--- src/scr_pkg.sv ---
// Shared constants of the smart card receive path: answer timing windows,
// start bit sampling, receive FIFO shape and reset values.
// Assumes all counts are in card clock cycles unless named otherwise.
`default_nettype none
package scr_pkg;
  localparam int unsigned FIFO_DEPTH = 8;
  localparam int unsigned PTR_W = 3;
  localparam int unsigned CNT_W = 4;
  localparam logic [2:0] LEVEL_MAX = 3'h7;
  localparam logic [3:0] COUNT_RESET = 4'h0;
  localparam logic [2:0] PTR_RESET = 3'h0;
  localparam logic [7:0] DATA_RESET = 8'h00;

  localparam int unsigned CYC_W = 16;
  localparam logic [15:0] CYC_RESET = 16'h0000;
  localparam logic [15:0] CYC_MAX = 16'hffff;
  localparam logic [15:0] EARLY_LO_START = 16'd200;
  localparam logic [15:0] EARLY_END = 16'd368;
  localparam logic [15:0] UNCERTAIN_CYC = 16'd32;
  localparam logic [15:0] ANSWER_MIN = 16'd400;
  localparam int unsigned ANSWER_MAX = 40000;

  localparam logic [5:0] SAMPLE_PERIOD = 6'd46;
  localparam logic [5:0] SAMPLE_RESET = 6'h00;
  localparam int unsigned ETU_DEFAULT = 372;
  localparam logic [9:0] ETU_CNT_RESET = 10'h000;
  localparam logic [3:0] BIT_IDX_RESET = 4'h0;
  localparam logic [3:0] DATA_BITS = 4'd8;
endpackage : scr_pkg
`default_nettype wire

--- src/scr_early_rx.sv ---
// Smart card character receiver with early answer detection and receive FIFO.
// Assumes card clock and I/O are asynchronous pins; card reset level comes
// from the activation sequencer on this clock.
// How it works
// - In threshold mode with level seven, full rises when the eighth character is stored.
// - A character arriving at a threshold FIFO holding its whole length sets overrun and replaces the newest entry.
// - With level zero in threshold mode, one stored character raises full.
// - With level zero in threshold mode and one held, a further character sets overrun and overwrites it.
// - Empty is set while nothing unread remains and clear while something does.
// - Threshold behaviour is the same for both character protocols.
// - A start bit at cycles 200 to 336 with reset low sets early answer and is received.
// - A start bit within 336 cycles after reset rises sets early answer and is received.
// - A set early answer drives the active-low interrupt.
// - A start bit in the first 200 cycles with reset low is ignored entirely.
// - A start bit at cycles 368 to 400 is received without early answer.
// - Start detection before the answer window (cycle 400) samples every 46 card clocks.
// - The last 32 cycles of each early window never flag early answer.
// - Both threshold enables fix length eight (one at level zero) and make level the threshold.
// - In threshold mode full and interrupt follow count above level.
`timescale 1ns/1ps
`default_nettype none
module scr_early_rx #(
  parameter int unsigned ETU_CYCLES = scr_pkg::ETU_DEFAULT
) (
  input wire logic clk,
  input wire logic nrst,
  input wire logic card_clk,
  input wire logic card_io,
  input wire logic card_reset_pin,
  input wire logic receive_init,
  input wire logic rd_strobe,
  input wire logic threshold_enable_lo,
  input wire logic threshold_enable_hi,
  input wire logic [2:0] fifo_level_field,
  input wire logic overrun_clear,
  input wire logic early_answer_clear,
  output logic [7:0] rd_data,
  output logic buffer_full_flag,
  output logic fifo_empty_flag,
  output logic overrun_flag,
  output logic early_answer_flag,
  output logic int_n
);
  typedef enum logic [1:0] {IDLE, START, BITS, STOP} scr_state_t;

  logic rst_s1, rst_n;
  logic cc_s1, cc_s2, cc_s3, io_s1, io_s2;
  logic rpin_reg;
  logic [15:0] cyc_reg, cyc_next;
  logic [5:0] samp_reg, samp_next;
  scr_state_t state_reg, state_next;
  logic [9:0] etu_reg, etu_next;
  logic [3:0] idx_reg, idx_next;
  logic [7:0] sh_reg, sh_next;
  logic ea_reg, ea_next, int_n_next;
  logic push_reg, push_next;
  logic cc_tick, samp_tick, in_window, early, ignore, look, thr_mode;

  localparam logic [9:0] ETU_FULL = 10'(ETU_CYCLES - 1);
  localparam logic [9:0] ETU_HALF = 10'(ETU_CYCLES / 2);
  // Window end less the uncertainty tail
  localparam logic [15:0] EARLY_CUT = scr_pkg::EARLY_END - scr_pkg::UNCERTAIN_CYC;
  localparam logic [5:0] SAMP_LAST = scr_pkg::SAMPLE_PERIOD - 6'h01;

  // Reset released through two flops; async assert only
  always_ff @(posedge clk or negedge nrst) begin
    if (!nrst) begin
      rst_s1 <= 1'b0;
      rst_n <= 1'b0;
    end else begin
      rst_s1 <= 1'b1;
      rst_n <= rst_s1;
    end
  end

  // Pin synchronisers; I/O uses the second stage, clock edges use the second and third
  always_ff @(posedge clk or negedge rst_n) begin
    if (!rst_n) begin
      cc_s1 <= 1'b0;
      cc_s2 <= 1'b0;
      cc_s3 <= 1'b0;
      io_s1 <= 1'b1;
      io_s2 <= 1'b1;
      rpin_reg <= 1'b0;
    end else begin
      cc_s1 <= card_clk;
      cc_s2 <= cc_s1;
      cc_s3 <= cc_s2;
      io_s1 <= card_io;
      io_s2 <= io_s1;
      rpin_reg <= card_reset_pin;
    end
  end

  assign cc_tick = cc_s2 & ~cc_s3;

  always_comb begin
    cyc_next = cyc_reg;
    samp_next = samp_reg;
    if (rpin_reg != card_reset_pin) begin
      cyc_next = scr_pkg::CYC_RESET;
      samp_next = scr_pkg::SAMPLE_RESET;
    end else if (cc_tick) begin
      if (cyc_reg != scr_pkg::CYC_MAX) cyc_next = cyc_reg + 16'h0001;
      if (samp_reg == SAMP_LAST) samp_next = scr_pkg::SAMPLE_RESET;
      else samp_next = samp_reg + 6'h01;
    end
  end

  // Sampler restarts with the counter, so looks fall on cycles 46k-1
  assign samp_tick = cc_tick && samp_reg == SAMP_LAST;
  assign in_window = cyc_reg < scr_pkg::ANSWER_MIN;
  // Window sampled coarsely; card is not expected before 400 anyway
  assign look = in_window ? samp_tick : cc_tick;
  assign ignore = !rpin_reg && cyc_reg < scr_pkg::EARLY_LO_START;
  // Uncertainty tail trimmed from both windows
  assign early = (rpin_reg || cyc_reg >= scr_pkg::EARLY_LO_START)
                 && cyc_reg < EARLY_CUT;

  // Shared by both bit timing states
  function automatic logic [9:0] etu_step(input logic [9:0] v);
    return v + 10'h001;
  endfunction : etu_step

  always_comb begin
    state_next = state_reg;
    etu_next = etu_reg;
    idx_next = idx_reg;
    sh_next = sh_reg;
    push_next = 1'b0;
    ea_next = ea_reg & ~early_answer_clear;
    unique case (state_reg)
      IDLE: begin
        if (look && !io_s2 && !ignore) begin
          if (early) ea_next = 1'b1; // Set wins over clear
          state_next = START;
          etu_next = scr_pkg::ETU_CNT_RESET;
        end
      end
      START: begin
        if (cc_tick) begin
          etu_next = etu_step(etu_reg);
          if (etu_reg == ETU_HALF) begin
            etu_next = scr_pkg::ETU_CNT_RESET;
            idx_next = scr_pkg::BIT_IDX_RESET;
            // Glitch rejection: line back high means no start bit
            state_next = io_s2 ? IDLE : BITS;
          end
        end
      end
      BITS: begin
        if (cc_tick) begin
          etu_next = etu_step(etu_reg);
          if (etu_reg == ETU_FULL) begin
            etu_next = scr_pkg::ETU_CNT_RESET;
            idx_next = idx_reg + 4'h1;
            if (idx_reg < scr_pkg::DATA_BITS) sh_next = {io_s2, sh_reg[7:1]};
            // Parity slot ends the character; parity checks live elsewhere
            if (idx_reg == scr_pkg::DATA_BITS) begin
              push_next = 1'b1; // Early or not, the character is kept
              state_next = STOP;
            end
          end
        end
      end
      STOP: begin
        if (io_s2) state_next = IDLE;
      end
    endcase
    // Early answer and threshold full both pull the interrupt low
    int_n_next = ~(ea_next | (thr_mode & buffer_full_flag));
  end

  always_ff @(posedge clk or negedge rst_n) begin
    if (!rst_n) begin
      cyc_reg <= scr_pkg::CYC_RESET;
      samp_reg <= scr_pkg::SAMPLE_RESET;
      state_reg <= IDLE;
      etu_reg <= scr_pkg::ETU_CNT_RESET;
      idx_reg <= scr_pkg::BIT_IDX_RESET;
      sh_reg <= scr_pkg::DATA_RESET;
      push_reg <= 1'b0;
      ea_reg <= 1'b0;
      int_n <= 1'b1;
    end else begin
      cyc_reg <= cyc_next;
      samp_reg <= samp_next;
      state_reg <= state_next;
      etu_reg <= etu_next;
      idx_reg <= idx_next;
      sh_reg <= sh_next;
      push_reg <= push_next;
      ea_reg <= ea_next;
      int_n <= int_n_next;
    end
  end

  assign early_answer_flag = ea_reg;

  scr_rx_fifo #(
    .DEPTH(scr_pkg::FIFO_DEPTH)
  ) u_fifo (
    .clk(clk),
    .rst_n(rst_n),
    .init(receive_init),
    .push(push_reg),
    .push_data(sh_reg),
    .pop(rd_strobe),
    .threshold_enable_lo(threshold_enable_lo),
    .threshold_enable_hi(threshold_enable_hi),
    .fifo_level_field(fifo_level_field),
    .overrun_clear(overrun_clear),
    .rd_data(rd_data),
    .buffer_full_flag(buffer_full_flag),
    .fifo_empty_flag(fifo_empty_flag),
    .overrun_flag(overrun_flag),
    .thr_mode(thr_mode)
  );
endmodule : scr_early_rx
`default_nettype wire

--- src/scr_rx_fifo.sv ---
// Eight-entry receive FIFO with level-set depth and threshold modes.
// Assumes push and pop are one-cycle pulses from the same clock.
`timescale 1ns/1ps
`default_nettype none
module scr_rx_fifo #(
  parameter int unsigned DEPTH = scr_pkg::FIFO_DEPTH
) (
  input wire logic clk,
  input wire logic rst_n,
  input wire logic init,
  input wire logic push,
  input wire logic [7:0] push_data,
  input wire logic pop,
  input wire logic threshold_enable_lo,
  input wire logic threshold_enable_hi,
  input wire logic [2:0] fifo_level_field,
  input wire logic overrun_clear,
  output logic [7:0] rd_data,
  output logic buffer_full_flag,
  output logic fifo_empty_flag,
  output logic overrun_flag,
  output logic thr_mode
);
  logic [7:0] mem_reg [DEPTH];
  logic [7:0] mem_next [DEPTH];
  logic [2:0] wr_reg, wr_next, rd_reg, rd_next;
  logic [3:0] cnt_reg, cnt_next, depth;
  logic [7:0] rd_data_next;
  logic full_next, empty_next, ovr_next, thr_next, at_cap, do_pop;

  // Same decode serves T=0 and T=1: protocol is not an input here
  always_comb begin
    thr_next = threshold_enable_lo & threshold_enable_hi;
    // Threshold mode forces full length; level 0 keeps one-entry behaviour
    if (thr_next && fifo_level_field != 3'h0) depth = 4'(DEPTH);
    else if (thr_next) depth = 4'h1;
    else depth = {1'b0, fifo_level_field} + 4'h1;
    mem_next = mem_reg;
    wr_next = wr_reg;
    rd_next = rd_reg;
    cnt_next = cnt_reg;
    ovr_next = overrun_flag & ~overrun_clear;
    rd_data_next = rd_data;
    at_cap = (cnt_reg >= depth);
    do_pop = pop && cnt_reg != scr_pkg::COUNT_RESET;
    if (init) begin
      wr_next = scr_pkg::PTR_RESET;
      rd_next = scr_pkg::PTR_RESET;
      cnt_next = scr_pkg::COUNT_RESET;
    end else begin
      if (do_pop) begin
        rd_data_next = mem_reg[rd_reg];
        rd_next = rd_reg + 3'h1;
      end
      if (push && at_cap && !do_pop) begin
        ovr_next = 1'b1;
        // Threshold mode replaces newest entry; plain mode drops the new one
        if (thr_next) mem_next[wr_reg - 3'h1] = push_data;
      end else if (push) begin
        mem_next[wr_reg] = push_data;
        wr_next = wr_reg + 3'h1;
      end
      cnt_next = cnt_reg + ((push && (!at_cap || do_pop)) ? 4'h1 : 4'h0)
                 - (do_pop ? 4'h1 : 4'h0);
    end
    // Full above level in threshold mode, clears when reads bring it down
    if (thr_next) full_next = cnt_next > {1'b0, fifo_level_field};
    else full_next = cnt_next >= depth;
    empty_next = (cnt_next == scr_pkg::COUNT_RESET);
  end

  always_ff @(posedge clk or negedge rst_n) begin
    if (!rst_n) begin
      for (int i = 0; i < DEPTH; i++) mem_reg[i] <= scr_pkg::DATA_RESET;
      wr_reg <= scr_pkg::PTR_RESET;
      rd_reg <= scr_pkg::PTR_RESET;
      cnt_reg <= scr_pkg::COUNT_RESET;
      rd_data <= scr_pkg::DATA_RESET;
      buffer_full_flag <= 1'b0;
      fifo_empty_flag <= 1'b1;
      overrun_flag <= 1'b0;
      thr_mode <= 1'b0;
    end else begin
      mem_reg <= mem_next;
      wr_reg <= wr_next;
      rd_reg <= rd_next;
      cnt_reg <= cnt_next;
      rd_data <= rd_data_next;
      buffer_full_flag <= full_next;
      fifo_empty_flag <= empty_next;
      overrun_flag <= ovr_next;
      thr_mode <= thr_next;
    end
  end
endmodule : scr_rx_fifo
`default_nettype wire

--- config.mk ---
export PLATFORM = sky130hd
export DESIGN_NAME = scr_early_rx
export DESIGN_NICKNAME = d
export VERILOG_FILES = /design/src/scr_pkg.sv /design/src/scr_early_rx.sv /design/src/scr_rx_fifo.sv
export SDC_FILE = /design/constraint.sdc
export NUM_CORES = 1
export LEC_CHECK = 0
export BUFFER_PORTS_ARGS = -buffer_cell sky130_fd_sc_hd__buf_2
export CAP_MARGIN = 20
export CORE_MARGIN = 3
export CORE_UTILIZATION = 50
export CTS_BUF_LIST = sky130_fd_sc_hd__clkbuf_16
export CTS_CLUSTER_SIZE = 10
export DETAILED_ROUTE_END_ITERATION = 16
export GPL_TIMING_DRIVEN = 0
export PLACE_DENSITY = 0.67
export SYNTH_ARGS = -nofsm -noshare
export SYNTH_HDL_FRONTEND = slang
export SYNTH_SLANG_ARGS = --single-unit
export TNS_END_PERCENT = 50
--- constraint.sdc ---
create_clock -name clk -period 6.45 [get_ports clk]
set_input_delay 0 -clock clk [delete_from_list [all_inputs] [get_ports clk]]
set_output_delay 0 -clock clk [all_outputs]
set_load 0.01 [all_outputs]
Yosys cells after proc, flatten, opt, wreduce, memory -nomap -nowiden
Cells that the tools add are included.
Operators by class
  add/subtract/negate cells: 10
  $lt $le $gt $ge: 13
  equal/unequal tests: 18
  muxes and demuxes: 59
  bitwise gates (word level): 14
  reduce and logical (&&, ||, !) cells: 38
Operators by type and width (number)
  64-bit 2-to-1 mux: 3
  64-bit bitwise mux: 2
  10-bit 2-to-1 mux: 5
  8-bit demux with 3-bit select: 2
  16-bit 2-to-1 mux: 3
  16-bit by 9-bit < comparator with 1-bit output, second input constant: 2
  8-bit 2-to-1 mux: 4
  10-bit case mux with 3 select lines: 1
  4-bit 2-to-1 mux: 7
  8-bit binary-select mux with 3-bit select: 1
  6-bit 2-to-1 mux: 3
  16-bit by 1-bit adder with 16-bit output, second input constant: 1
  16-bit by 8-bit greater-or-equal comparator with 1-bit output, second input constant: 1
  16-bit by 8-bit < comparator with 1-bit output, second input constant: 1
  2-bit 2-to-1 mux: 8
  16-bit != test, second input constant: 1
  2-bit != test, second input constant: 8
  3-bit 2-to-1 mux: 5
  1-bit 2-to-1 mux: 13
  4-bit greater-or-equal comparator, second input constant: 3
  1-bit logical AND: 12
  3-bit NOT with 4-bit output: 3
  2-bit nonzero test: 6
  10-bit by 1-bit adder with 10-bit output, second input constant: 1
  other kinds (35): 56
Storage, ports and cells
  register bits after elaboration: 143
  output and inout bits: 13
  word-level logic and storage cells: 185

Longest topological paths before layout
Gate-level depths: netlist of the first run.
  word-level depth: 13
  gate-level depth with buffers: 20
  gate-level depth less buffers: 19

Cells and area by module
A second synthesis of the first run with hierarchy kept.
Unflattened totals
  cells, all modules: 610
  area, all modules: 7343.3 um^2
Modules (own cells, without submodules)
  scr_rx_fifo: times used 1, cells an instance 330, area each 4405.5 um^2
  scr_early_rx: times used 1, cells an instance 280, area each 2937.8 um^2

Least setup slack after synthesis of the first run
Ideal clock, no wire load.
  path kind: input to register
  start point: in fifo_level_field[0]
  end point: reg u_fifo.buffer_full_flag
  library setup time: 0.129 ns
  data arrival time: 3.364 ns
  required time: 6.321 ns
  slack: 2.957 ns
  stages: 20
  buffers on the path: 1
  cell sequence: inv_1 > ha_1 > a21oi_1 > a21oi_1 > a21o_1 > ha_1 > o21ai_0 > o21ba_2 > buf_2 > o21ai_0 > inv_1 > ha_1 > fa_1 > nor2b_1 > ha_1 > a21o_1 > a21oi_1 > a31oi_1 > o21ai_0 > o21ai_0
On the way
  cells in the longest elaborated chain, start to end: 13
RTL lines
  start, declared: RTL line scr_early_rx.sv:34  | input wire logic [2:0] fifo_level_field,
  3-bit by 1-bit adder with 4-bit output / 3-bit nonzero test (equally long branches): RTL line scr_rx_fifo.sv:37, scr_rx_fifo.sv:35
  4-bit 2-to-1 mux / 1-bit logical AND (equally long branches): RTL line scr_rx_fifo.sv:36, scr_rx_fifo.sv:35
  4-bit 2-to-1 mux (*): RTL line scr_rx_fifo.sv:35  | if (thr_next && fifo_level_field != 3'h0) depth = 4'(DEPTH);
  4-bit greater-or-equal comparator (*): RTL line scr_rx_fifo.sv:44  | at_cap = (cnt_reg >= depth);
  1-bit logical NOT (*): RTL line scr_rx_fifo.sv:63  | cnt_next = cnt_reg + ((push && (!at_cap || do_pop)) ? 4'h1 : 4'h0)
  1-bit logical OR (*): RTL line scr_rx_fifo.sv:63
  1-bit logical AND (*): RTL line scr_rx_fifo.sv:63
  1-bit 2-to-1 mux (*): RTL line scr_rx_fifo.sv:63
  4-bit adder (*): RTL line scr_rx_fifo.sv:63
  4-bit subtractor (*): RTL line scr_rx_fifo.sv:64  | - (do_pop ? 4'h1 : 4'h0);
  4-bit 2-to-1 mux (*): RTL line scr_rx_fifo.sv:46  | if (init) begin
  named net u_fifo.cnt_next[1]: RTL line scr_rx_fifo.sv:27  | logic [3:0] cnt_reg, cnt_next, depth;
  4-bit greater-or-equal comparator / 4-bit by 3-bit greater-than comparator with 1-bit output (equally long branches): RTL line scr_rx_fifo.sv:68, scr_rx_fifo.sv:67
  1-bit 2-to-1 mux (*): RTL line scr_rx_fifo.sv:67  | if (thr_next) full_next = cnt_next > {1'b0, fifo_level_field};
  named net u_fifo.full_next: RTL line scr_rx_fifo.sv:29  | logic full_next, empty_next, ovr_next, thr_next, at_cap, do_pop;
  end signal, assigned: RTL line scr_rx_fifo.sv:89  | buffer_full_flag <= full_next;
  end, declared: RTL line scr_rx_fifo.sv:19  | output logic buffer_full_flag,
Mark *: on every way through the listed nets, which the timed path passes. The rest lies on a longest branch.
A chain may end at the register's enable or synchronous reset.

Worst setup path after layout of the first run
  start point: in threshold_enable_hi
  end point: reg u_fifo.buffer_full_flag
On the way
  cells in the longest elaborated chain, start to end: 13
RTL lines
  start, declared: RTL line scr_early_rx.sv:33  | input wire logic threshold_enable_hi,
  1-bit bitwise AND (*): RTL line scr_rx_fifo.sv:33  | thr_next = threshold_enable_lo & threshold_enable_hi;
  4-bit 2-to-1 mux / 1-bit logical AND (equally long branches): RTL line scr_rx_fifo.sv:36, scr_rx_fifo.sv:35
  4-bit 2-to-1 mux (*): RTL line scr_rx_fifo.sv:35
  4-bit greater-or-equal comparator (*): RTL line scr_rx_fifo.sv:44
  1-bit logical NOT (*): RTL line scr_rx_fifo.sv:63
  1-bit logical OR (*): RTL line scr_rx_fifo.sv:63
  1-bit logical AND (*): RTL line scr_rx_fifo.sv:63
  1-bit 2-to-1 mux (*): RTL line scr_rx_fifo.sv:63
  4-bit adder (*): RTL line scr_rx_fifo.sv:63
  4-bit subtractor (*): RTL line scr_rx_fifo.sv:64
  4-bit 2-to-1 mux (*): RTL line scr_rx_fifo.sv:46
  named net u_fifo.cnt_next[1]: RTL line scr_rx_fifo.sv:27
  4-bit greater-or-equal comparator / 4-bit by 3-bit greater-than comparator with 1-bit output (equally long branches): RTL line scr_rx_fifo.sv:68, scr_rx_fifo.sv:67
  1-bit 2-to-1 mux (*): RTL line scr_rx_fifo.sv:67
  named net u_fifo.full_next: RTL line scr_rx_fifo.sv:29
Marks and branches as above.

==> results of run 1 <==
-- power by group through the flow --
| stage | combinational (mW) | sequential, mW | clock [mW] |
|---|---|---|---|
| finish | 0.659 | 1.02 | 0.943 |
| global route | 0.752 | 1.03 | 1.00 |
| CTS | 0.665 | 1.03 | 0.968 |
| detailed placement | 0.658 | 1.04 | 0 |
| global placement | 0.628 | 1.04 | 0 |
| floorplan | 0.472 | 1.05 | 0 |
-- through the flow --
step                      std cells  area (sq um)
after global placement          827          7710
after detailed placement        828          7740
after CTS                       869          8400
after floorplan                 621          7350
final                           869          8400
after global routing            869          8400
-- cells by family (layout without fill, tap and decap cells) --
group / after synthesis / in the layout / share of synthesized area
AOI/OAI and AO/OA: 89 / 89 / 0.0888
xor gates and xnor gates: 25 / 25 / 0.0298
adders and majority gates: 34 / 34 / 0.0589
buffers and inverters: 60 / 128 / 0.0327
DFF: 143 / 143 / 0.487
muxes: 110 / 110 / 0.189
other: 1 / 1 / 0.000510
and+or+nand+nor: 159 / 159 / 0.113
-- final cells by class --
| class | instances | share of cell area |
|---|---|---|
| Buffer | 29 | 0.0148 |
| Clock buffer | 17 | 0.0507 |
| Clock inverter | 15 | 0.0167 |
| Inverter | 31 | 0.0139 |
| Multi-Input combinational cell | 418 | 0.421 |
| Sequential cell | 143 | 0.427 |
| Tap cell | 180 | 0.0268 |
| Timing Repair Buffer | 36 | 0.0295 |
-- worst max-delay path, stage by stage --
cell and delay (ns):
sky130_fd_sc_hd__dlygate4sd3_1 0.52, sky130_fd_sc_hd__buf_2 0.09, sky130_fd_sc_hd__nand2_1 0.14, sky130_fd_sc_hd__a21oi_1 0.17
sky130_fd_sc_hd__a21oi_1 0.10, sky130_fd_sc_hd__a21o_1 0.20, sky130_fd_sc_hd__ha_1 0.27, sky130_fd_sc_hd__o21ai_0 0.10
sky130_fd_sc_hd__o21ba_2 0.23, sky130_fd_sc_hd__buf_2 0.18, sky130_fd_sc_hd__o21ai_0 0.40, sky130_fd_sc_hd__inv_1 0.10
sky130_fd_sc_hd__ha_1 0.22, sky130_fd_sc_hd__fa_1 0.47, sky130_fd_sc_hd__nor2b_1 0.34, sky130_fd_sc_hd__ha_1 0.32
sky130_fd_sc_hd__a21o_1 0.16, sky130_fd_sc_hd__a21oi_1 0.15, sky130_fd_sc_hd__a31oi_1 0.05, sky130_fd_sc_hd__o21ai_0 0.13
sky130_fd_sc_hd__o21ai_0 0.11
-- routing by layer --
| layer | track usage | up-vias | wire length, microns |
|---|---|---|---|
| met1 | 0.260 | 2499 | 6870 |
| met3 | 0.0439 | 24 | 432 |
| li1 | - | 2346 | - |
| met2 | 0.319 | 75 | 7170 |
| met5 | 0 | - | 0 |
| met4 | 0.0707 | 0 | 232 |
-- how the worst max path moves through the flow --
stage                                             end  slack (ns)  cells past startpoint
finish              u_fifo.buffer_full_flag$_DFF_PN0_        2.29                     21
floorplan                                   async pin        2.18                      0
global placement         u_fifo.wr_reg[1]$_DFFE_PN0P_        0.78                      0
CTS                 u_fifo.buffer_full_flag$_DFF_PN0_        2.36                     21
detailed placement  u_fifo.buffer_full_flag$_DFF_PN0_        2.36                     21
global route        u_fifo.buffer_full_flag$_DFF_PN0_        1.92                     21
-- layout by cell type (no fill, tap or decap), types with 3 or more instances in the layout --
cell type,netlist,final
sky130_fd_sc_hd__nand2b_1,6,6
sky130_fd_sc_hd__dfstp_2,4,4
sky130_fd_sc_hd__nor3_1,13,13
sky130_fd_sc_hd__clkbuf_16,0,17
sky130_fd_sc_hd__inv_1,29,35
sky130_fd_sc_hd__o21ai_0,12,12
sky130_fd_sc_hd__ha_1,33,33
sky130_fd_sc_hd__a211oi_1,3,3
sky130_fd_sc_hd__a21oi_2,3,3
sky130_fd_sc_hd__a21o_1,5,5
sky130_fd_sc_hd__xnor2_1,8,8
sky130_fd_sc_hd__mux4_2,16,16
sky130_fd_sc_hd__a31oi_1,8,8
sky130_fd_sc_hd__dlygate4sd3_1,0,9
sky130_fd_sc_hd__bufinv_16,0,3
sky130_fd_sc_hd__buf_2,3,29
sky130_fd_sc_hd__nand3b_1,4,4
sky130_fd_sc_hd__nand3_1,19,19
sky130_fd_sc_hd__and4_1,3,3
sky130_fd_sc_hd__dfrtp_1,139,138
sky130_fd_sc_hd__nand2_1,28,28
sky130_fd_sc_hd__xor2_1,17,17
sky130_fd_sc_hd__nand4_1,8,8
sky130_fd_sc_hd__clkbuf_1,16,16
sky130_fd_sc_hd__nor2_1,47,47
sky130_fd_sc_hd__nor2b_1,6,6
sky130_fd_sc_hd__mux2_2,73,73
sky130_fd_sc_hd__o2111ai_1,4,4
sky130_fd_sc_hd__clkinv_1,1,5
sky130_fd_sc_hd__buf_1,8,8
sky130_fd_sc_hd__o211ai_1,3,3
sky130_fd_sc_hd__nor4bb_1,3,3
sky130_fd_sc_hd__a21oi_1,27,27
sky130_fd_sc_hd__mux2i_1,21,21
sky130_fd_sc_hd__and2_1,4,4
==> results.md, run 1 <==
## Outcome
- finished clean — status

## Synthesis
- sky130_fd_sc_hd__dfrtp_1, sky130_fd_sc_hd__mux2_2, sky130_fd_sc_hd__nor2_1, sky130_fd_sc_hd__ha_1, sky130_fd_sc_hd__inv_1 — most instantiated cells after synthesis
- sky130_fd_sc_hd__dfrtp_1 — dominant cell by count in the synthesized netlist
- 11.8 sq um — Syn Area/Cell
- 0 — EDFF count, synth
- 143 — flops & latches, synth
- 669 — syn_nets
- sky130_fd_sc_hd__dfrtp_1, sky130_fd_sc_hd__mux2_2, sky130_fd_sc_hd__ha_1, sky130_fd_sc_hd__mux4_2, sky130_fd_sc_hd__mux2i_1 — main area contributors after synthesis
- 621 — synthesized instance count
- 69 — count of cell types in the netlist
- 1.00 — fraction of registers with async set/reset
- sky130_fd_sc_hd__dfrtp_1 — Synth Flop Type
- 0.487 — portion of the post-synthesis area used by sequential elements
- sky130_fd_sc_hd__dfrtp_1 — largest area contributor in the synthesized netlist
- 0.00735 sq mm — Netlist Area Pre-Place
- 0 — count of yosys warnings during synthesis
- 0.473 — fraction of post-synthesis cell area in the top cell type by area

## Floorplanning
- 127 microns — die height
- 0.0162 sq mm — Die ar.
- 0.520 — initial standard-cell utilization of the core
- 27 — ports placed on the boundary
- 43 — number of standard-cell rows in the floorplan
- 0.0141 sq mm — area of the placeable core
- 127 microns — die outline width

## Global route
- 5098 — via count of the first global-routing pass
- 0.196 — overall routing resource usage
- 0 — number of antenna violations at the first check in global routing
- 25300 microns — global-route wire length before repair
- 72 — maximum number of pins on one net before global-route repair
- 0 — GRT Residual Overflow

## Power
- 800 uW — net switching power
- 0.390 — sequential fraction of design power
- 1.83 mW — internal power summed over all cells
- 0.304 — Switching Fraction
- 0.359 — clock share of power
- 2.63 mW — post-layout power
- 3.90 nW — static leakage
- 313 mW/mm^2 — power density of the placed cells
- 214 uV — Max VDD drop
- 0.251 — combinational share of power

## STA
- 0.375 — Max-Slew Margin vs Limit
- 0 — number of failing setup endpoints in the final timing report
- 0.00780 ns — Final Skew
- 0.644 — fraction of the cycle the final worst path needs
- 0.0264 ns — final worst hold slack
- 0 — Final Hold Viols
- 4.16 ns — Min Clock Period, post-route
- 0.927 ns — slew at the pin with the worst max-slew slack
- 2.29 ns — post-route setup slack
- 241 MHz — maximum clock frequency
- false — unrepaired setup endpoints after global routing
- 0 — max-slew violations
- 0 ns — setup TNS

## CTS
- 143 — CTS sink cnt
- 0 — post-CTS sizing
- yes — clock tree from TritonCTS
- 0.06 ns — Clock transition at path regs
- 4 — H-Tree Depth
- 17 — number of buffers inserted during clock tree synthesis
- 2 — buffer levels on the longest clock path
- sky130_fd_sc_hd__clkbuf_16 — cell at the root of the clock tree
- 0 — post-CTS setup buffers
- 9 — Post-CTS Hold Fix Bufs
- 0.42 ns — clock insertion delay at the later pin of the skew report

## Setup path
- u_fifo.buffer_full_flag$_DFF_PN0_ — r2r endpoint
- threshold_enable_hi — startpoint of the most critical setup path
- u_fifo.cnt_reg[0]$_DFF_PN0_ — launch point of the worst reg-to-reg path
- 17 — Register-to-Register Path Depth
- 6.74 ns — worst endpoint required time
- primary input — CP Launch Type
- 10 — maximum fanout count along the critical path
- 4.45 ns — critical path data arrival time
- in -> reg — kind of critical path
- flip-flop — category of the worst setup path capture point
- 2.55 ns — reg-to-reg slack, setup

## Placement
- 2.36 ns — worst slack at placement
- 26 — count of port buffers added during placement
- 0.859 — Routability Congestion
- 9880 microns — half-perimeter wire length after detailed placement

## Layout
- 0 — ANT cells
- 0.593 — Final Core Density
- 724 — total number of nets in the final design
- 14.2% — area overhead of the layout relative to synthesis
- 0.00359 sq mm — area occupied by registers
- 0.238 — proportion of layout cells with a drive suffix above 1
- 1168 — layout filler cell count
- 0.00353 sq mm — area occupied by multi-input gates
- 64 — Largest register FFs

## Run
- 0 — Max-cap violations

## Routing
- 5.69 — via/cell ratio
- 0 — Antenna Nets Post-Route
- 4944 — via count of the routed design
- 14700 microns — total wirelength of the detailed-routed design
- 261 — violation count after the first detailed-routing iteration
- 4 — first drt pass iteration count
- 16.9 microns — Routed WL per cell
- 0 — remaining design rule violation count

## Worst hold path
- 3 — number of stages on the worst hold path
- in -> reg — Tightest Hold Check Type
- threshold_enable_lo — start point of the worst min-delay path
- u_fifo.thr_mode$_DFF_PN0_ — hold worst-path end

Power figures use the tool's default switching activity.
==> inputs of run 2 (changes only) <==
Clock period 6.45 ns to 4 ns, I/O delays scaled along.
==> run 2 against run 1 <==
  * Clock-buffer cell count unchanged
  * Critical path depth down 4
  * Global-route usage down 0.052 points
  * Critical endpoint unchanged
  * Routed wire length down 0.50%
  * Clock power up 55%
  * Largest power group unchanged
==> results.md, run 2 (synthesis results as in run 1) <==
## Layout
- 14.2% — area overhead of the layout relative to synthesis, about the same
- 0.00840 sq mm — final non-filler cell area, about the same
- sky130_fd_sc_hd__dfrtp_1, sky130_fd_sc_hd__mux2_2, sky130_fd_sc_hd__nor2_1 — commonest cells after routing, fill and taps aside
- sky130_fd_sc_hd__dfrtp_1 — commonest non-fill, non-tap cell in the layout
- 0.255 — proportion of layout cells with a drive suffix above 1, +0.0174
- 64 — Largest register FFs, unchanged
- 0 — ANT cells, unchanged
- 724 — total number of nets in the final design, unchanged
- 1148 — layout filler cell count, -1.7%

## Placement
- 0.850 — Routability Congestion, -1.0%
- 0.00776 sq mm — dpl cell area, +0.26%
- 26 — count of port buffers added during placement, unchanged
- 10300 microns — half-perimeter wire length after detailed placement, +4.1%

## STA
- false — unrepaired setup endpoints after global routing
- 0.853 ns — slew at the pin with the worst max-slew slack, -0.0744 ns
- 0 — Final Hold Viols, unchanged
- 270 MHz — maximum clock frequency
- 0 — number of failing setup endpoints in the final timing report, unchanged
- 0.927 — fraction of the cycle the final worst path needs
- 0.00641 ns — Final Skew, -0.00139 ns
- 0 ns — setup TNS, unchanged
- 0.426 — Max-Slew Margin vs Limit, +0.0501
- 0 — max-slew violations, unchanged
- 0.0258 ns — final worst hold slack, -0.000583 ns
- 3.71 ns — Min Clock Period, post-route

## Worst hold path
- 3 — number of stages on the worst hold path, unchanged
- in -> reg — Tightest Hold Check Type

## Power
- 3.88 nW — static leakage, -0.64%
- 334 uV — Max VDD drop, +56%
- 4.19 mW — post-layout power, +60%
- 499 mW/mm^2 — power density of the placed cells, +60%

## Routing
- 5.69 — via/cell ratio, about the same
- 14600 microns — total wirelength of the detailed-routed design, -0.50%
- 220 — violation count after the first detailed-routing iteration, -16%
- 4 — first drt pass iteration count, unchanged
- 0 — remaining design rule violation count, unchanged
- 16.8 microns — Routed WL per cell, -0.50%
- 4947 — via count of the routed design, +0.061%
- 0 — Antenna Nets Post-Route, unchanged

## Setup path
- reg -> reg — kind of critical path
- flip-flop — category of the worst setup path capture point
- 4.29 ns — worst endpoint required time, -2.45 ns
- flip-flop — CP Launch Type
- 17 — Register-to-Register Path Depth, unchanged
- 4.00 ns — critical path data arrival time, -0.45 ns
- 10 — maximum fanout count along the critical path, unchanged

## CTS
- 0 — post-CTS setup buffers, unchanged
- 0.06 ns — Clock transition at path regs, about the same
- 0.42 ns — clock insertion delay at the later pin of the skew report, about the same
- sky130_fd_sc_hd__clkbuf_16 — cell at the root of the clock tree
- 2 — buffer levels on the longest clock path, unchanged
- yes — clock tree from TritonCTS
- 4 — H-Tree Depth, unchanged
- 143 — CTS sink cnt, unchanged
- 17 — number of buffers inserted during clock tree synthesis, unchanged

## Floorplanning
- 0.0162 sq mm — Die ar., unchanged
- 0.520 — initial standard-cell utilization of the core, unchanged
- 127 microns — die height, unchanged
- 127 microns — die outline width, unchanged
- 27 — ports placed on the boundary, unchanged
- 0.0141 sq mm — area of the placeable core, unchanged
- 43 — number of standard-cell rows in the floorplan, unchanged

## Global route
- 0 — GRT Residual Overflow, unchanged
- 68 — maximum number of pins on one net before global-route repair, -5.6%
- 5240 — via count of the first global-routing pass, +2.8%
- 0.196 — overall routing resource usage, -0.000521
- 0 — number of antenna violations at the first check in global routing, unchanged
- 25400 microns — global-route wire length before repair, +0.66%

## Run
- 0 — Max-cap violations, unchanged

## Outcome
- finished clean — status

[run 2: path summary, 6_finish.rpt]
kind | from | to | slack [ns]
hold reg to reg | rst_n$_DFF_PN0_ | cyc_reg[1]$_DFFE_PN0P_ | 0.28
setup / recovery | u_fifo.cnt_reg[0]$_DFF_PN0_ | u_fifo.buffer_full_flag$_DFF_PN0_ | 0.29
min in group asynchronous | rst_n$_DFF_PN0_ | cyc_reg[1]$_DFFE_PN0P_ | 0.28
setup reg to reg | u_fifo.cnt_reg[0]$_DFF_PN0_ | u_fifo.buffer_full_flag$_DFF_PN0_ | 0.29
max in group asynchronous | rst_n$_DFF_PN0_ | u_fifo.rd_data[0]$_DFFE_PN0P_ | 2.76
hold / removal | receive_init | u_fifo.cnt_reg[0]$_DFF_PN0_ | 0.03
[run 2: worst max-delay path: stages, from the launching register on]
cell,delay (ns)
sky130_fd_sc_hd__dfrtp_1,0.38
sky130_fd_sc_hd__inv_1,0.09
sky130_fd_sc_hd__ha_1,0.27
sky130_fd_sc_hd__nand2b_1,0.11
sky130_fd_sc_hd__a211oi_2,0.08
sky130_fd_sc_hd__o21ba_2,0.23
sky130_fd_sc_hd__buf_2,0.18
sky130_fd_sc_hd__o21ai_1,0.28
sky130_fd_sc_hd__inv_1,0.09
sky130_fd_sc_hd__ha_1,0.22
sky130_fd_sc_hd__fa_1,0.47
sky130_fd_sc_hd__nor2b_2,0.25
sky130_fd_sc_hd__ha_1,0.29
sky130_fd_sc_hd__a21o_1,0.17
sky130_fd_sc_hd__a21oi_1,0.15
sky130_fd_sc_hd__a31oi_1,0.06
sky130_fd_sc_hd__o21ai_0,0.16
sky130_fd_sc_hd__o21ai_0,0.11
[run 2: repair_timing]
action,CTS,global route
gates resized for setup,0,3
endpoints found under the hold margin,9,0
hold buffers,8,0
endpoints found under the setup margin,0,1
[run 2: final cells by class]
cell class                 count  area [sq um]  area share
multi-input combinational    418          3540       0.421
sequential                   143          3590       0.427
tap                          180           225      0.0268
clock inverter                15           124      0.0147
buffer                        29           124      0.0147
timing repair buffer          36           258      0.0307
inverter                      31           116      0.0139
clock buffer                  17           425      0.0507
[run 2: per-layer routing]
layer	GRT usage	part of all wire	vias to the layer above
met3	0.0460	0.034	8
met1	0.253	0.46	2496
met4	0.0688	0.0072	0
met2	0.325	0.50	80
met5	0	0	-
li1	-	-	2363
[run 2: where the power goes]
| part | leakage, nW | switching [mW] | total (mW) | internal, mW |
|---|---|---|---|---|
| logic | 1.67 | 0.653 | 1.09 | 0.435 |
| clock network | 0.262 | 0.608 | 1.46 | 0.847 |
| registers | 1.94 | 0.0818 | 1.65 | 1.56 |
[run 2: stage by stage]
stage	setup slack, ns	utilization	std cells
finish	0.291	0.594	869
floorplan	0.507	-	621
CTS	0.0169	0.593	869
global placement	-0.00186	0.545	827
detailed placement	-0.249	0.549	829
global route	0.00720	0.594	869
==> inputs of run 3 (changes only) <==
Settings changed: CELL_PAD_IN_SITES_DETAIL_PLACEMENT set to 1, CELL_PAD_IN_SITES_GLOBAL_PLACEMENT set to 2, CORE_UTILIZATION 50 to 43, PLACE_DENSITY 0.67 to 0.8.
==> run 3 against run 2 <==
  * Routed wire length up 17%
  * Clock power up 17%
  * Combinational power about the same
  * Critical path depth unchanged
  * Sequential power about the same
==> results.md, run 3 (synthesis results as in run 1) <==
## Outcome
- finished clean — status

## Global route
- 0.199 — overall routing resource usage, +0.00308
- 29000 microns — global-route wire length before repair, +14%
- 0 — GRT Residual Overflow, unchanged
- 74 — maximum number of pins on one net before global-route repair, +8.8%
- 5573 — via count of the first global-routing pass, +6.4%
- 0 — number of antenna violations at the first check in global routing, unchanged

## CTS
- 0.42 ns — clock insertion delay at the later pin of the skew report, about the same
- yes — clock tree from TritonCTS
- 4 — H-Tree Depth, unchanged
- 143 — CTS sink cnt, unchanged
- sky130_fd_sc_hd__clkbuf_16 — cell at the root of the clock tree
- 0.07 ns — Clock transition at path regs, about the same
- 2 — buffer levels on the longest clock path, unchanged
- 17 — number of buffers inserted during clock tree synthesis, unchanged

## Routing
- 5057 — via count of the routed design, +2.2%
- 0 — remaining design rule violation count, unchanged
- 17200 microns — total wirelength of the detailed-routed design, +17%
- 4 — first drt pass iteration count, unchanged
- 304 — violation count after the first detailed-routing iteration, +38%
- 5.57 — via/cell ratio, -2.2%
- 18.9 microns — Routed WL per cell, +12%
- 0 — Antenna Nets Post-Route, unchanged

## Setup path
- 4.05 ns — critical path data arrival time, +0.05 ns
- 4.29 ns — worst endpoint required time, about the same
- 0.24 ns — reg-to-reg slack, setup, -0.05 ns
- sky130_fd_sc_hd__fa_1 — CP max stage cell
- 3 — critical path buffer and inverter count, unchanged
- 0.47 ns — crit-path max cell delay, about the same
- u_fifo.cnt_reg[0]$_DFF_PN0_ — launch point of the worst reg-to-reg path
- reg -> reg — kind of critical path
- adder cells — CP delay by family, top
- 10 — maximum fanout count along the critical path, unchanged
- flip-flop — category of the worst setup path capture point
- u_fifo.buffer_full_flag$_DFF_PN0_ — r2r endpoint
- 17 — Register-to-Register Path Depth, unchanged
- flip-flop — CP Launch Type
- inv_1, ha_1, nand2b_1, a211oi_2, o21ba_2, clkbuf_4, o21ai_1, inv_1, ha_1, fa_1, nor2b_2, ha_1, a21o_1, a21oi_1, a31oi_1, o21ai_0, o21ai_0 — worst path cell trace
- sky130_fd_sc_hd__ha_1 — cell type with the highest occurrence count on the critical path

## Placement
- 26 — count of port buffers added during placement, unchanged
- 868 — number of placed cells counting well taps, +4.7%
- 0.776 — Routability Congestion, -8.7%
- -0.174 ns — worst slack at placement, +0.0750 ns
- 11700 microns — half-perimeter wire length after detailed placement, +14%

## Floorplanning
- 0.442 — initial standard-cell utilization of the core, -0.0778
- 0.0187 sq mm — Die ar., +15%
- 137 microns — die outline width, +7.5%
- 27 — ports placed on the boundary, unchanged
- 137 microns — die height, +7.5%
- 47 — number of standard-cell rows in the floorplan, +9.3%
- 0.0166 sq mm — area of the placeable core, +18%

## Layout
- 0.253 — proportion of layout cells with a drive suffix above 1, -0.00254
- 0 — ANT cells, unchanged
- 15.8% — area overhead of the layout relative to synthesis
- 64 — Largest register FFs, unchanged
- 723 — total number of nets in the final design, -0.14%
- 0.00354 sq mm — area occupied by multi-input gates, unchanged
- sky130_fd_sc_hd__dfrtp_1, sky130_fd_sc_hd__mux2_2, sky130_fd_sc_hd__nor2_1 — commonest cells after routing, fill and taps aside
- 0.512 — Final Core Density, -0.0819
- 1755 — layout filler cell count, +53%
- 0.00359 sq mm — area occupied by registers, unchanged
- 908 — filler-free cell count of the finished design, +4.5%
- sky130_fd_sc_hd__dfrtp_1 — commonest non-fill, non-tap cell in the layout

## Worst hold path
- threshold_enable_hi — start point of the worst min-delay path
- in -> reg — Tightest Hold Check Type
- 3 — number of stages on the worst hold path, unchanged
- u_fifo.thr_mode$_DFF_PN0_ — hold worst-path end

## Power
- 384 uV — Max VDD drop, +15%
- 526 mW/mm^2 — power density of the placed cells, +5.5%
- 3.91 nW — static leakage, +0.92%

## STA
- false — unrepaired setup endpoints after global routing
- 266 MHz — maximum clock frequency, -1.3%
- 0.00839 ns — Final Skew, +0.00199 ns
- 0.926 ns — slew at the pin with the worst max-slew slack, +0.0738 ns
- 0 — Final Hold Viols, unchanged
- 0 — max-slew violations, unchanged
- 0.0176 ns — final worst hold slack, -0.00824 ns
- 0.939 — fraction of the cycle the final worst path needs, +0.0120
- 3.76 ns — Min Clock Period, post-route, +0.0481 ns
- 0.243 ns — post-route setup slack, -0.0481 ns
- 0.376 — Max-Slew Margin vs Limit, -0.0497
- 0 — number of failing setup endpoints in the final timing report, unchanged

## Run
- 0 — Max-cap violations, unchanged

==> run 3: changes by cell type in the layout (fill, tap and decap cells not counted), sizes merged <==
| cell | change |
|---|---|
| inv | +5 |
| bufinv | +3 |
| clkinvlp | -3 |
| buf | -2 |
| clkinv | -5 |
| clkbuf | +1 |
==> run 3: routing by layer <==
metal	wire length, microns	part of all wire	up-vias	track usage
met4	175	0.010	0	0.0516
met1	7820	0.46	2646	0.259
li1	-	-	2344	-
met3	411	0.024	17	0.0390
met5	0	0	-	0
met2	8760	0.51	50	0.341
==> run 3: report_power, final <==
part / total, mW / leakage, nW / switching (mW) / internal (mW)
clock: 1.71 / 0.306 / 0.658 / 1.05
sequential: 1.65 / 1.94 / 0.0892 / 1.56
combinational: 1.12 / 1.67 / 0.676 / 0.439
==> run 3: what timing repair did <==
action	in CTS	in global routing
hold buffers	8	0
endpoints found under the hold margin	9	0
resized for setup	1	3
setup buffers	0	0
setup endpoints to repair	1	1
==> run 3: metrics by stage <==
stage	area (sq um)	total power [mW]	setup TNS [ns]
after floorplan	7360	2.46	0
after global placement	7760	2.72	-0.0954
after detailed placement	7790	2.79	-0.174
after CTS	8500	4.52	0
after global routing	8510	4.76	0
final	8510	4.48	0
==> run 3: worst max-delay path by stage <==
stage                                           start                           endpoint  slack, ns  cells past startpoint
after floorplan                   fifo_level_field[0]  u_fifo.buffer_full_flag$_DFF_PN0_       0.51                     20
after global placement            fifo_level_field[0]  u_fifo.buffer_full_flag$_DFF_PN0_       -0.1                     21
after detailed placement          fifo_level_field[0]  u_fifo.buffer_full_flag$_DFF_PN0_      -0.17                     21
after CTS                 u_fifo.cnt_reg[0]$_DFF_PN0_  u_fifo.buffer_full_flag$_DFF_PN0_       0.12                     17
after global routing      u_fifo.cnt_reg[0]$_DFF_PN0_  u_fifo.buffer_full_flag$_DFF_PN0_       0.02                     17
final                     u_fifo.cnt_reg[0]$_DFF_PN0_  u_fifo.buffer_full_flag$_DFF_PN0_       0.24                     17
==> run 3: worst register-to-register path: stages (launching register included) <==
cell and delay, ns:
sky130_fd_sc_hd__dfrtp_1 0.39, sky130_fd_sc_hd__inv_1 0.09, sky130_fd_sc_hd__ha_1 0.27, sky130_fd_sc_hd__nand2b_1 0.11, sky130_fd_sc_hd__a211oi_2 0.08, sky130_fd_sc_hd__o21ba_2 0.23
sky130_fd_sc_hd__clkbuf_4 0.18, sky130_fd_sc_hd__o21ai_1 0.28, sky130_fd_sc_hd__inv_1 0.09, sky130_fd_sc_hd__ha_1 0.22, sky130_fd_sc_hd__fa_1 0.47, sky130_fd_sc_hd__nor2b_2 0.25
sky130_fd_sc_hd__ha_1 0.30, sky130_fd_sc_hd__a21o_1 0.16, sky130_fd_sc_hd__a21oi_1 0.15, sky130_fd_sc_hd__a31oi_1 0.06, sky130_fd_sc_hd__o21ai_0 0.15, sky130_fd_sc_hd__o21ai_0 0.12
==> run 3: cell type report <==
cell class	instances	area share
Sequential cell	143	0.421
Multi-Input combinational cell	418	0.416
Clock buffer	17	0.0500
Tap cell	220	0.0323
Timing Repair Buffer	35	0.0279
Clock inverter	15	0.0244
Buffer	29	0.0148
Inverter	31	0.0137
